[src/pkg/serial_ctrl_pkg.sv]
// Package of register map, field layout and timing constants for the serial control block
package serial_ctrl_pkg;

  // ****************************************
  // Register byte addresses
  // ****************************************
  localparam logic [7:0] CTRL_TWO_ADDR = 8'h14;   // Second control register
  localparam logic [7:0] BAUD_ADDR = 8'h18;       // Baud divider select
  localparam logic [7:0] FINE_ADDR = 8'h1C;       // Fine prescaler
  localparam logic [7:0] GLOBAL_ADDR = 8'h20;     // Global serial enable
  localparam logic [7:0] STATUS_ADDR = 8'h24;     // Sticky event status
  localparam logic [7:0] MASK_ADDR = 8'h28;       // Event interrupt mask
  localparam logic [7:0] EVENT_ADDR = 8'h2C;      // Event injection (level flags)

  // ****************************************
  // Field layout and reset values
  // ****************************************
  localparam int TX_EMPTY_BIT = 7;
  localparam int TX_DONE_BIT = 6;
  localparam int RX_FULL_BIT = 5;
  localparam int QUIET_BIT = 4;
  localparam int TX_ON_BIT = 3;
  localparam int RX_ON_BIT = 2;
  localparam int RX_SLEEP_BIT = 1;
  localparam int SEND_BRK_BIT = 0;
  localparam logic [7:0] CTRL_TWO_RESET = 8'h00;
  localparam logic [7:0] BAUD_RESET = 8'h00;
  localparam logic [7:0] FINE_RESET = 8'h00;
  localparam int PRE_SEL_LSB = 4;                 // Baud register bits 5:4
  localparam int RATE_SEL_LSB = 0;                // Baud register bits 2:0
  localparam int FINE_PDS_LSB = 5;                // Fine register bits 7:5
  localparam int FINE_FRAC_W = 5;                 // Fine register bits 4:0
  localparam logic [5:0] FRAC_STEPS = 6'h20;      // Fraction denominator, 32

  // ****************************************
  // Timing constants
  // ****************************************
  localparam logic [6:0] OVERSAMPLE = 7'h40;      // Bus clocks per bit at unity divisors
  localparam logic [3:0] PREAMBLE_SHORT = 4'hA;   // Preamble ones, 8-bit characters
  localparam logic [3:0] PREAMBLE_LONG = 4'hB;    // Preamble ones, 9-bit characters
  localparam logic [3:0] CHAR_BITS_SHORT = 4'hA;  // Start, 8 data, stop
  localparam logic [3:0] CHAR_BITS_LONG = 4'hB;   // Start, 9 data, stop

  // Transmitter line states
  typedef enum logic [1:0]
  {
    TX_IDLE = 2'b00,
    TX_PREAMBLE = 2'b01,
    TX_CHAR = 2'b10
  } tx_state_t;

  // Control fields of the second control register
  typedef struct packed
  {
    logic tx_empty_irq_en;
    logic tx_done_irq_en;
    logic rx_full_irq_en;
    logic quiet_line_irq_en;
    logic tx_on;
    logic rx_on;
    logic rx_sleep;
    logic send_brk;
  } ctrl_two_t;

  // Event flags in the sticky status layout
  typedef struct packed
  {
    logic tx_empty_flag;
    logic tx_done_flag;
    logic rx_full_flag;
    logic line_quiet_flag;
  } events_t;

endpackage : serial_ctrl_pkg

[src/logic/baud_tick_gen.sv]
// Baud tick generator: coarse and fine prescalers feeding a bit-rate divider
`timescale 1ns/1ps
module baud_tick_gen
  import serial_ctrl_pkg::*;
(
  input wire logic pclk,
  input wire logic presetn,
  input wire logic [1:0] rate_pre_div_sel,
  input wire logic [2:0] rate_div_sel,
  input wire logic [2:0] fine_pre_div_sel,
  input wire logic [4:0] fine_pre_frac,
  output logic bit_tick
);

  // ****************************************
  // Divisor decoding
  // ****************************************
  // Coarse prescaler divisor from its two-bit code
  function automatic logic [3:0] pre_divisor(input logic [1:0] sel);
    case (sel)
      2'b00: pre_divisor = 4'h1;
      2'b01: pre_divisor = 4'h3;
      2'b10: pre_divisor = 4'h4;
      default: pre_divisor = 4'hD;
    endcase
  endfunction : pre_divisor

  logic [3:0] fine_div; // Fine integer divisor, 1 when bypassed
  logic [7:0] rate_divisor; // Power of two rate divisor
  logic [3:0] pre_div; // Coarse prescaler divisor
  logic [4:0] fine_cnt_ff, nxt_fine_cnt; // Fine prescaler counter
  logic [5:0] frac_acc_ff, nxt_frac_acc; // Fractional accumulator
  logic stretch_ff, nxt_stretch; // One extra clock pending
  logic [3:0] pre_cnt_ff, nxt_pre_cnt; // Coarse prescaler counter
  logic [13:0] rate_cnt_ff, nxt_rate_cnt; // 64 x rate divisor counter
  logic bit_tick_ff, nxt_bit_tick;
  logic fine_out;
  logic [13:0] rate_top;

  assign pre_div = pre_divisor(rate_pre_div_sel);
  assign rate_divisor = 8'h01 << rate_div_sel;
  // Zero code bypasses the fine stage entirely
  assign fine_div = (fine_pre_div_sel == 3'h0) ? 4'h1 : {1'b0, fine_pre_div_sel} + 4'h1;
  assign rate_top = 14'(rate_divisor * OVERSAMPLE) - 14'h1;
  assign fine_out = (fine_cnt_ff == 5'(fine_div - 4'h1)) && !stretch_ff;
  assign bit_tick = bit_tick_ff;

  // ****************************************
  // Next-state chain: fine, coarse, rate
  // ****************************************
  // Fraction adds extra cycles: frac/32 per fine period on average
  always_comb
  begin
    nxt_fine_cnt = fine_cnt_ff;
    nxt_frac_acc = frac_acc_ff;
    nxt_stretch = 1'b0;
    nxt_pre_cnt = pre_cnt_ff;
    nxt_rate_cnt = rate_cnt_ff;
    nxt_bit_tick = 1'b0;
    if (stretch_ff)
    begin
      nxt_fine_cnt = 5'h0; // Inserted cycle, no output
    end
    else if (fine_out)
    begin
      nxt_fine_cnt = 5'h0;
      if (fine_pre_div_sel != 3'h0)
      begin
        // Accumulate fraction, insert a clock on overflow
        if (frac_acc_ff + 6'(fine_pre_frac) >= FRAC_STEPS)
        begin
          nxt_frac_acc = frac_acc_ff + 6'(fine_pre_frac) - FRAC_STEPS;
          nxt_stretch = 1'b1;
        end
        else
        begin
          nxt_frac_acc = frac_acc_ff + 6'(fine_pre_frac);
        end
      end
      // Coarse prescaler and rate stage advance on fine output
      if (pre_cnt_ff >= pre_div - 4'h1)
      begin
        nxt_pre_cnt = 4'h0;
        if (rate_cnt_ff >= rate_top)
        begin
          nxt_rate_cnt = 14'h0;
          nxt_bit_tick = 1'b1;
        end
        else
        begin
          nxt_rate_cnt = rate_cnt_ff + 14'h1;
        end
      end
      else
      begin
        nxt_pre_cnt = pre_cnt_ff + 4'h1;
      end
    end
    else
    begin
      nxt_fine_cnt = fine_cnt_ff + 5'h1;
    end
  end

  // Register stage
  always_ff @(posedge pclk or negedge presetn)
  begin
    if (!presetn)
    begin
      fine_cnt_ff <= 5'h0;
      frac_acc_ff <= 6'h0;
      stretch_ff <= 1'b0;
      pre_cnt_ff <= 4'h0;
      rate_cnt_ff <= 14'h0;
      bit_tick_ff <= 1'b0;
    end
    else
    begin
      fine_cnt_ff <= nxt_fine_cnt;
      frac_acc_ff <= nxt_frac_acc;
      stretch_ff <= nxt_stretch;
      pre_cnt_ff <= nxt_pre_cnt;
      rate_cnt_ff <= nxt_rate_cnt;
      bit_tick_ff <= nxt_bit_tick;
    end
  end
endmodule : baud_tick_gen

[src/logic/serial_ctrl_top.sv]
// Serial control top: APB registers, interrupts and transmit line sequencing
`timescale 1ns/1ps
module serial_ctrl_top
  import serial_ctrl_pkg::*;
(
  input wire logic pclk,
  input wire logic presetn,
  input wire logic psel,
  input wire logic penable,
  input wire logic pwrite,
  input wire logic [7:0] paddr,
  input wire logic [31:0] pwdata,
  output logic [31:0] prdata,
  output logic pready,
  output logic pslverr,
  input wire logic tx_char_valid,
  input wire logic tx_nine_bit,
  input wire logic [8:0] tx_char,
  output logic tx_pin,
  output logic tx_char_taken,
  output logic [7:0] ctrl_two_out,
  output logic bit_tick_out,
  output logic irq
);

  // ****************************************
  // Registers and decode
  // ****************************************
  ctrl_two_t ctrl_ff, nxt_ctrl; // Second control register
  logic [7:0] baud_ff, nxt_baud; // Divider selects
  logic [7:0] fine_ff, nxt_fine; // Fine prescaler
  logic unit_on_ff, nxt_unit_on; // Global serial enable
  events_t flags_ff, nxt_flags; // Level event flags
  events_t stat_ff, nxt_stat; // Sticky status
  events_t mask_ff, nxt_mask; // Interrupt mask
  logic [31:0] prdata_ff, nxt_prdata;
  logic pslverr_ff, nxt_pslverr;
  logic irq_ff, nxt_irq;
  logic bit_tick;
  logic wr_en; // Access phase write
  logic rd_en; // Access phase read
  logic mapped;
  events_t irq_en; // Per-event enables from control register two
  logic tx_done_evt;

  // Zero wait state slave: access phase always completes
  assign wr_en = psel && penable && pwrite;
  assign rd_en = psel && penable && !pwrite;
  assign mapped = (paddr == CTRL_TWO_ADDR) || (paddr == BAUD_ADDR) || (paddr == FINE_ADDR) ||
                  (paddr == GLOBAL_ADDR) || (paddr == STATUS_ADDR) || (paddr == MASK_ADDR) ||
                  (paddr == EVENT_ADDR);
  assign irq_en = {ctrl_ff.tx_empty_irq_en, ctrl_ff.tx_done_irq_en,
                   ctrl_ff.rx_full_irq_en, ctrl_ff.quiet_line_irq_en};

  // Register read view, reserved bits as zero
  function automatic logic [31:0] read_mux(input logic [7:0] addr, input ctrl_two_t c,
    input logic [7:0] b, input logic [7:0] f, input logic u, input events_t s,
    input events_t m, input events_t fl);
    case (addr)
      CTRL_TWO_ADDR: read_mux = {24'h000000, c};
      BAUD_ADDR: read_mux = {24'h000000, b};
      FINE_ADDR: read_mux = {24'h000000, f};
      GLOBAL_ADDR: read_mux = {31'h00000000, u};
      STATUS_ADDR: read_mux = {28'h0000000, s};
      MASK_ADDR: read_mux = {28'h0000000, m};
      EVENT_ADDR: read_mux = {28'h0000000, fl};
      default: read_mux = 32'h00000000;
    endcase
  endfunction : read_mux

  // ****************************************
  // Register file next state
  // ****************************************
  // Sticky bits: hardware set wins over a write-one clear in the same cycle
  always_comb
  begin
    nxt_ctrl = ctrl_ff;
    nxt_baud = baud_ff;
    nxt_fine = fine_ff;
    nxt_unit_on = unit_on_ff;
    nxt_flags = flags_ff;
    nxt_mask = mask_ff;
    nxt_stat = stat_ff;
    nxt_prdata = prdata_ff;
    nxt_pslverr = 1'b0;
    if (wr_en)
    begin
      case (paddr)
        CTRL_TWO_ADDR:
        begin
          nxt_ctrl = ctrl_two_t'(pwdata[7:0]);
          // Writes to tx_on are dropped while the unit is off
          if (!unit_on_ff)
          begin
            nxt_ctrl.tx_on = ctrl_ff.tx_on;
          end
        end
        BAUD_ADDR: nxt_baud = pwdata[7:0];
        FINE_ADDR: nxt_fine = pwdata[7:0];
        GLOBAL_ADDR: nxt_unit_on = pwdata[0];
        STATUS_ADDR: nxt_stat = stat_ff & ~events_t'(pwdata[3:0]);
        MASK_ADDR: nxt_mask = events_t'(pwdata[3:0]);
        EVENT_ADDR: nxt_flags = events_t'(pwdata[3:0]);
        default: nxt_pslverr = 1'b1; // Unmapped address
      endcase
    end
    if (rd_en)
    begin
      nxt_prdata = read_mux(paddr, ctrl_ff, baud_ff, fine_ff, unit_on_ff,
                            stat_ff, mask_ff, flags_ff);
      nxt_pslverr = !mapped;
    end
    // Transmit completion drives the done flag level
    if (tx_done_evt)
    begin
      nxt_flags.tx_done_flag = 1'b1;
    end
    // Each enabled flag latches a sticky event
    nxt_stat = nxt_stat | (flags_ff & irq_en);
    nxt_irq = |(stat_ff & mask_ff & irq_en);
  end

  // Register file flops
  always_ff @(posedge pclk or negedge presetn)
  begin
    if (!presetn)
    begin
      ctrl_ff <= ctrl_two_t'(CTRL_TWO_RESET);
      baud_ff <= BAUD_RESET;
      fine_ff <= FINE_RESET;
      unit_on_ff <= 1'b0;
      flags_ff <= '0;
      stat_ff <= '0;
      mask_ff <= '0;
      prdata_ff <= 32'h00000000;
      pslverr_ff <= 1'b0;
      irq_ff <= 1'b0;
    end
    else
    begin
      ctrl_ff <= nxt_ctrl;
      baud_ff <= nxt_baud;
      fine_ff <= nxt_fine;
      unit_on_ff <= nxt_unit_on;
      flags_ff <= nxt_flags;
      stat_ff <= nxt_stat;
      mask_ff <= nxt_mask;
      prdata_ff <= nxt_prdata;
      pslverr_ff <= nxt_pslverr;
      irq_ff <= nxt_irq;
    end
  end

  // APB answers in the access cycle with read data decoded straight from paddr
  assign pready = 1'b1;
  assign prdata = read_mux(paddr, ctrl_ff, baud_ff, fine_ff, unit_on_ff,
                           stat_ff, mask_ff, flags_ff);
  assign pslverr = psel && penable && !mapped;
  assign ctrl_two_out = ctrl_ff;
  assign irq = irq_ff;

  // ****************************************
  // Shared bit-rate generator
  // ****************************************
  // One tick stream serves the transmitter and bit_tick_out
  baud_tick_gen u_baud
  (
    .pclk(pclk),
    .presetn(presetn),
    .rate_pre_div_sel(baud_ff[PRE_SEL_LSB +: 2]),
    .rate_div_sel(baud_ff[RATE_SEL_LSB +: 3]),
    .fine_pre_div_sel(fine_ff[FINE_PDS_LSB +: 3]),
    .fine_pre_frac(fine_ff[FINE_FRAC_W - 1:0]),
    .bit_tick(bit_tick)
  );
  assign bit_tick_out = bit_tick;

  // ****************************************
  // Transmit line sequencer
  // ****************************************
  tx_state_t tx_state_ff, nxt_tx_state;
  logic [3:0] bit_cnt_ff, nxt_bit_cnt; // Bits left in this frame
  logic [11:0] shift_ff, nxt_shift; // LSB first, stop bits as ones
  logic tx_on_seen_ff, nxt_tx_on_seen; // tx_on of previous cycle
  logic idle_q_ff, nxt_idle_q; // Queued idle character
  logic taken_ff, nxt_taken;
  logic done_ff, nxt_done;

  assign tx_done_evt = done_ff;
  assign tx_pin = shift_ff[0];
  assign tx_char_taken = taken_ff;

  // Sequencer: preamble, characters, idle, back to high
  always_comb
  begin
    nxt_tx_state = tx_state_ff;
    nxt_bit_cnt = bit_cnt_ff;
    nxt_shift = shift_ff;
    nxt_tx_on_seen = ctrl_ff.tx_on;
    nxt_idle_q = idle_q_ff;
    nxt_taken = 1'b0;
    nxt_done = 1'b0;
    // Off then on again during a character frame queues one idle character
    if (tx_state_ff == TX_CHAR && ctrl_ff.tx_on && !tx_on_seen_ff)
    begin
      nxt_idle_q = 1'b1;
    end
    case (tx_state_ff)
      TX_IDLE:
      begin
        nxt_shift = 12'hFFF;
        if (ctrl_ff.tx_on && !tx_on_seen_ff)
        begin
          nxt_tx_state = TX_PREAMBLE;
          nxt_bit_cnt = tx_nine_bit ? PREAMBLE_LONG : PREAMBLE_SHORT;
        end
      end
      TX_PREAMBLE, TX_CHAR:
      begin
        if (bit_tick)
        begin
          nxt_shift = {1'b1, shift_ff[11:1]};
          nxt_bit_cnt = bit_cnt_ff - 4'h1;
          if (bit_cnt_ff == 4'h1)
          begin
            nxt_done = (tx_state_ff == TX_CHAR);
            if (idle_q_ff)
            begin
              // Queued idle: another frame of ones
              nxt_idle_q = 1'b0;
              nxt_tx_state = TX_PREAMBLE;
              nxt_bit_cnt = tx_nine_bit ? PREAMBLE_LONG : PREAMBLE_SHORT;
              nxt_shift = 12'hFFF;
            end
            else if (ctrl_ff.tx_on && tx_char_valid)
            begin
              nxt_tx_state = TX_CHAR;
              nxt_taken = 1'b1;
              nxt_bit_cnt = tx_nine_bit ? CHAR_BITS_LONG : CHAR_BITS_SHORT;
              nxt_shift = tx_nine_bit ? {1'b1, tx_char, 1'b0, 1'b1}
                                      : {2'b11, tx_char[7:0], 1'b0, 1'b1};
            end
            else
            begin
              // Frame finished before idling when tx_on dropped or no character is valid
              nxt_tx_state = TX_IDLE;
              nxt_shift = 12'hFFF;
            end
          end
        end
      end
      default:
      begin
        nxt_tx_state = TX_IDLE;
        nxt_shift = 12'hFFF;
      end
    endcase
  end

  // Sequencer flops; line idles high from reset
  always_ff @(posedge pclk or negedge presetn)
  begin
    if (!presetn)
    begin
      tx_state_ff <= TX_IDLE;
      bit_cnt_ff <= 4'h0;
      shift_ff <= 12'hFFF;
      tx_on_seen_ff <= 1'b0;
      idle_q_ff <= 1'b0;
      taken_ff <= 1'b0;
      done_ff <= 1'b0;
    end
    else
    begin
      tx_state_ff <= nxt_tx_state;
      bit_cnt_ff <= nxt_bit_cnt;
      shift_ff <= nxt_shift;
      tx_on_seen_ff <= nxt_tx_on_seen;
      idle_q_ff <= nxt_idle_q;
      taken_ff <= nxt_taken;
      done_ff <= nxt_done;
    end
  end
endmodule : serial_ctrl_top

[config.mk]
export PLATFORM = sky130hd
export DESIGN_NAME = serial_ctrl_top
export DESIGN_NICKNAME = d
export VERILOG_FILES = /design/src/pkg/serial_ctrl_pkg.sv /design/src/logic/baud_tick_gen.sv /design/src/logic/serial_ctrl_top.sv
export SDC_FILE = /design/constraint.sdc
export NUM_CORES = 1
export LEC_CHECK = 0
export BUFFER_PORTS_ARGS = -buffer_cell sky130_fd_sc_hd__buf_2
export CAP_MARGIN = 20
export CELL_PAD_IN_SITES_DETAIL_PLACEMENT = 0
export CELL_PAD_IN_SITES_GLOBAL_PLACEMENT = 1
export CORE_UTILIZATION = 28
export CTS_CLUSTER_SIZE = 40
export DETAILED_ROUTE_END_ITERATION = 10
export PLACE_DENSITY = 0.63
export SETUP_SLACK_MARGIN = 0.05
export SLEW_MARGIN = 10
export SYNTH_ARGS = -nofsm -noshare
export SYNTH_HDL_FRONTEND = slang
export SYNTH_SLANG_ARGS = --single-unit
[constraint.sdc]
create_clock -name pclk -period 3.6 [get_ports pclk]
set_input_delay 0.54 -clock pclk [delete_from_list [all_inputs] [get_ports pclk]]
set_output_delay 0.54 -clock pclk [all_outputs]
set_load 0.01 [all_outputs]
==> flow_metrics.env <==
export IMPL_status="finished, final reports clean"
export IMPL_min_period_over_period_pct=85.75
export IMPL_yosys_most_used_dff="dfrtp_1"
export IMPL_path_buf_inv=2
export IMPL_r2r_slack_ps=510
export IMPL_die_w_um=139.6
export IMPL_cp_cell_sequence="inv_1, ha_1, nand2b_1, and2_1, ha_1, xor2_1, nand2b_1, a2111oi_2, and4b_1, buf_4, and2_1, o221ai_1"
export IMPL_wl_per_cell_um=14.98
export IMPL_area_delta_synth_final_pct=13.42
export IMPL_synth_top_area_share_pct=37.32
export IMPL_hpwl_mm=8.862
export IMPL_num_io_pins=102
export IMPL_synth_largest_area_cell="dfrtp_1"
export IMPL_cts_setup_buffers=0
export IMPL_path_max_fanout=25
export IMPL_drt_wl_total_mm=12.14
export IMPL_met2_length_mm=5.856
export IMPL_rows=49
export IMPL_grt_use_total_pct=13.06
export IMPL_post_route_min_period_ps=3087
export IMPL_gp_congestion=0.7651
export IMPL_cts_hold_repair_buffers=0
export IMPL_instances_no_fill=810
export IMPL_max_slew_margin_rel_pct=47.85
export IMPL_root_buffer="clkbuf_16"
export IMPL_cts_resized=0
export IMPL_worstMarginPinSlew_ps=782.3
export IMPL_dr_total_vias=4001
export IMPL_diodes=0
export IMPL_layout_common_cells="dfrtp_1 (79), buf_2 (51), nor2_1 (35)"
export IMPL_max_freq_ghz=0.3239
export IMPL_netlist_area_um2=5298
export IMPL_first_iter_violations=199
export IMPL_critPathSlowestCell="dfrtp_1"
export IMPL_leakage_nw=2.851
export IMPL_critPathLaunchType="flip-flop"
export IMPL_core_area_um2=18270
export IMPL_start_util_pct=29.00
export IMPL_dpl_cell_count=794
export IMPL_slew_violations=0
export IMPL_power_w=0.002833
export IMPL_drc_errors=0
export IMPL_synth_area_per_cell_um2=10.07
export IMPL_rr_startpoint="fine_ff[6]"
export IMPL_path_delay_family="simple AND/OR/NAND/NOR gates"
export IMPL_ys_ff_latch=90
export IMPL_clk_pin_slew_ps=60
export IMPL_antenna_found_initial=0
export IMPL_place_area_um2=5714
export IMPL_nets=663
export IMPL_drt_first_pass_iters=4
export IMPL_critPathCaptureType="flip-flop"
export IMPL_grt_pass1_wl_mm=20.33
export IMPL_post_synth_num_cell_types=63
export IMPL_async_reset_ff_share_pct=100.0
export IMPL_cts_max_path_buffers=2
export IMPL_hold_violations=0
export IMPL_cts_tree="built"
export IMPL_cts_made_buffers=9
export IMPL_final_area_um2=6008
export IMPL_finClkSkew_ps=7.902
export IMPL_clk_latency_ps=350
export IMPL_synth_edf_count=0
export IMPL_io_buffers=52
export IMPL_ys_warn_count=0
export IMPL_rr_worst_depth=12
export IMPL_drive_gt1_share_pct=22.20
export IMPL_top_layer_used="met4"
export IMPL_critical_path_max_stage_delay_ps=440
export IMPL_vdd_drop_max_mv=0.3565
export IMPL_grt_pass1_vias=3840
export IMPL_grt_setup_unrepaired="no"
export IMPL_r2r_end="u_baud.rate_cnt_ff[10]"
export IMPL_required_ps=3810
export IMPL_dieArea_um2=19470
export IMPL_ant_nets=0
export IMPL_vias_per_cell=4.940
export IMPL_met1_length_mm=5.740
export IMPL_fin_tns_setup_ps=0
export IMPL_n_fill_cell=1891
export IMPL_worstPathArrival_ps=3300
export IMPL_die_height_um=139.6
export IMPL_overflow=0
export IMPL_layout_commonest_cell="dfrtp_1"
export IMPL_drv_cap=0
export IMPL_crit_type="flip-flop to flip-flop"
export IMPL_dr_wl_met3_um=431
export IMPL_hold_path_class="input port to async pin"
export IMPL_h_tree_depth=3
export IMPL_p_per_area_nw_per_um2=471.5
export IMPL_ys_seq_area_share_pct=42.77
export IMPL_synth_cells=526
export IMPL_grt_max_degree=59
export IMPL_setup_viol=0
export IMPL_clock_sinks=90
export IMPL_synthTopCellsByArea="dfrtp_1 (37%), ha_1 (7.1%), mux2_2 (6.2%), dfstp_2 (5.5%), buf_4 (3.7%)"
-- cells by family (layout without fill, tap and decap cells) --
group	count (synthesis)	in the layout	share of synthesized area, %
compound gates	115	115	15.00
xor+xnor	9	9	1.488
fa+ha+maj	31	31	7.463
buf+inv	74	105	7.392
flops	90	90	42.77
mux	44	44	9.589
other cells	2	26	0.1418
simple gates	161	161	16.16
-- flip-flops by register name, indices dropped and copies added (netlist names), 2 cells and up --
register	count
u_baud.fine_cnt_ff	5
mask_ff	4
bit_cnt_ff	4
u_baud.frac_acc_ff	6
flags_ff	4
stat_ff	4
ctrl_two_out	7
baud_ff	8
u_baud.rate_cnt_ff	14
tx_state_ff	2
fine_ff	8
u_baud.pre_cnt_ff	4
shift_ff	11
-- worst max-delay path by stage --
stage | slack (ps) | start | to | cells after the start
floorplan | 870 | paddr[1] | prdata[2] | 5
finish | 510 | fine_ff[6] | u_baud.rate_cnt_ff[10] | 12
CTS | 500 | fine_ff[6] | u_baud.rate_cnt_ff[10] | 12
detailed placement | 530 | fine_ff[6] | u_baud.rate_cnt_ff[10] | 12
global placement | 550 | paddr[1] | prdata[2] | 7
global route | 310 | fine_ff[6] | u_baud.rate_cnt_ff[10] | 12
-- report_power, final --
group	switching (W)	internal (W)	total, W
registers	0.0000875	0.00111	0.00119
logic	0.000426	0.000262	0.000688
clock network	0.000408	0.000544	0.000952
-- per-stage QoR --
| stage | hold slack [ps] | util (%) | worst slack, ps |
|---|---|---|---|
| final | 267.9 | 32.89 | 513.1 |
| after global routing | 336.0 | 32.89 | 309.9 |
| after CTS | 295.6 | 32.89 | 499.4 |
| after detailed placement | 456.2 | 31.28 | 532.7 |
| after global placement | 432.9 | 31.28 | 548.5 |
| after floorplan | 244.4 | - | 871.6 |
-- synthesized netlist by cell type (all sizes together), types with 6 or more instances --
cell type	number
and3	14
nor2	36
buf	36
clkbuf	9
inv	29
a21oi	12
o22ai	11
o2bb2ai	9
nand2	33
dfstp	11
o211ai	10
nand3	20
mux2i	8
nand2b	16
ha	30
o21ai	26
a22oi	8
nor3	7
and2	6
dfrtp	79
mux2	36
-- per-layer routing --
layer / vias up / GRT usage [%]
met1: 1969 / 17.22
li1: 1943 / -
met2: 79 / 21.53
met3: 10 / 2.891
met4: 0 / 3.528
met5: - / 0
-- final cells by class --
class                   instances  area [um2]  share of cell area (%)
flip-flops and latches         90        2266                   37.71
multi-input cells             386        2730                   45.44
well taps                     229       286.5                   4.769
clock inverters                 5       61.31                   1.020
inverters                      29       108.9                   1.812
clock buffers                  11       232.7                   3.873
repair buffers                 60       322.8                   5.373
(Power assumes the default switching activity.)
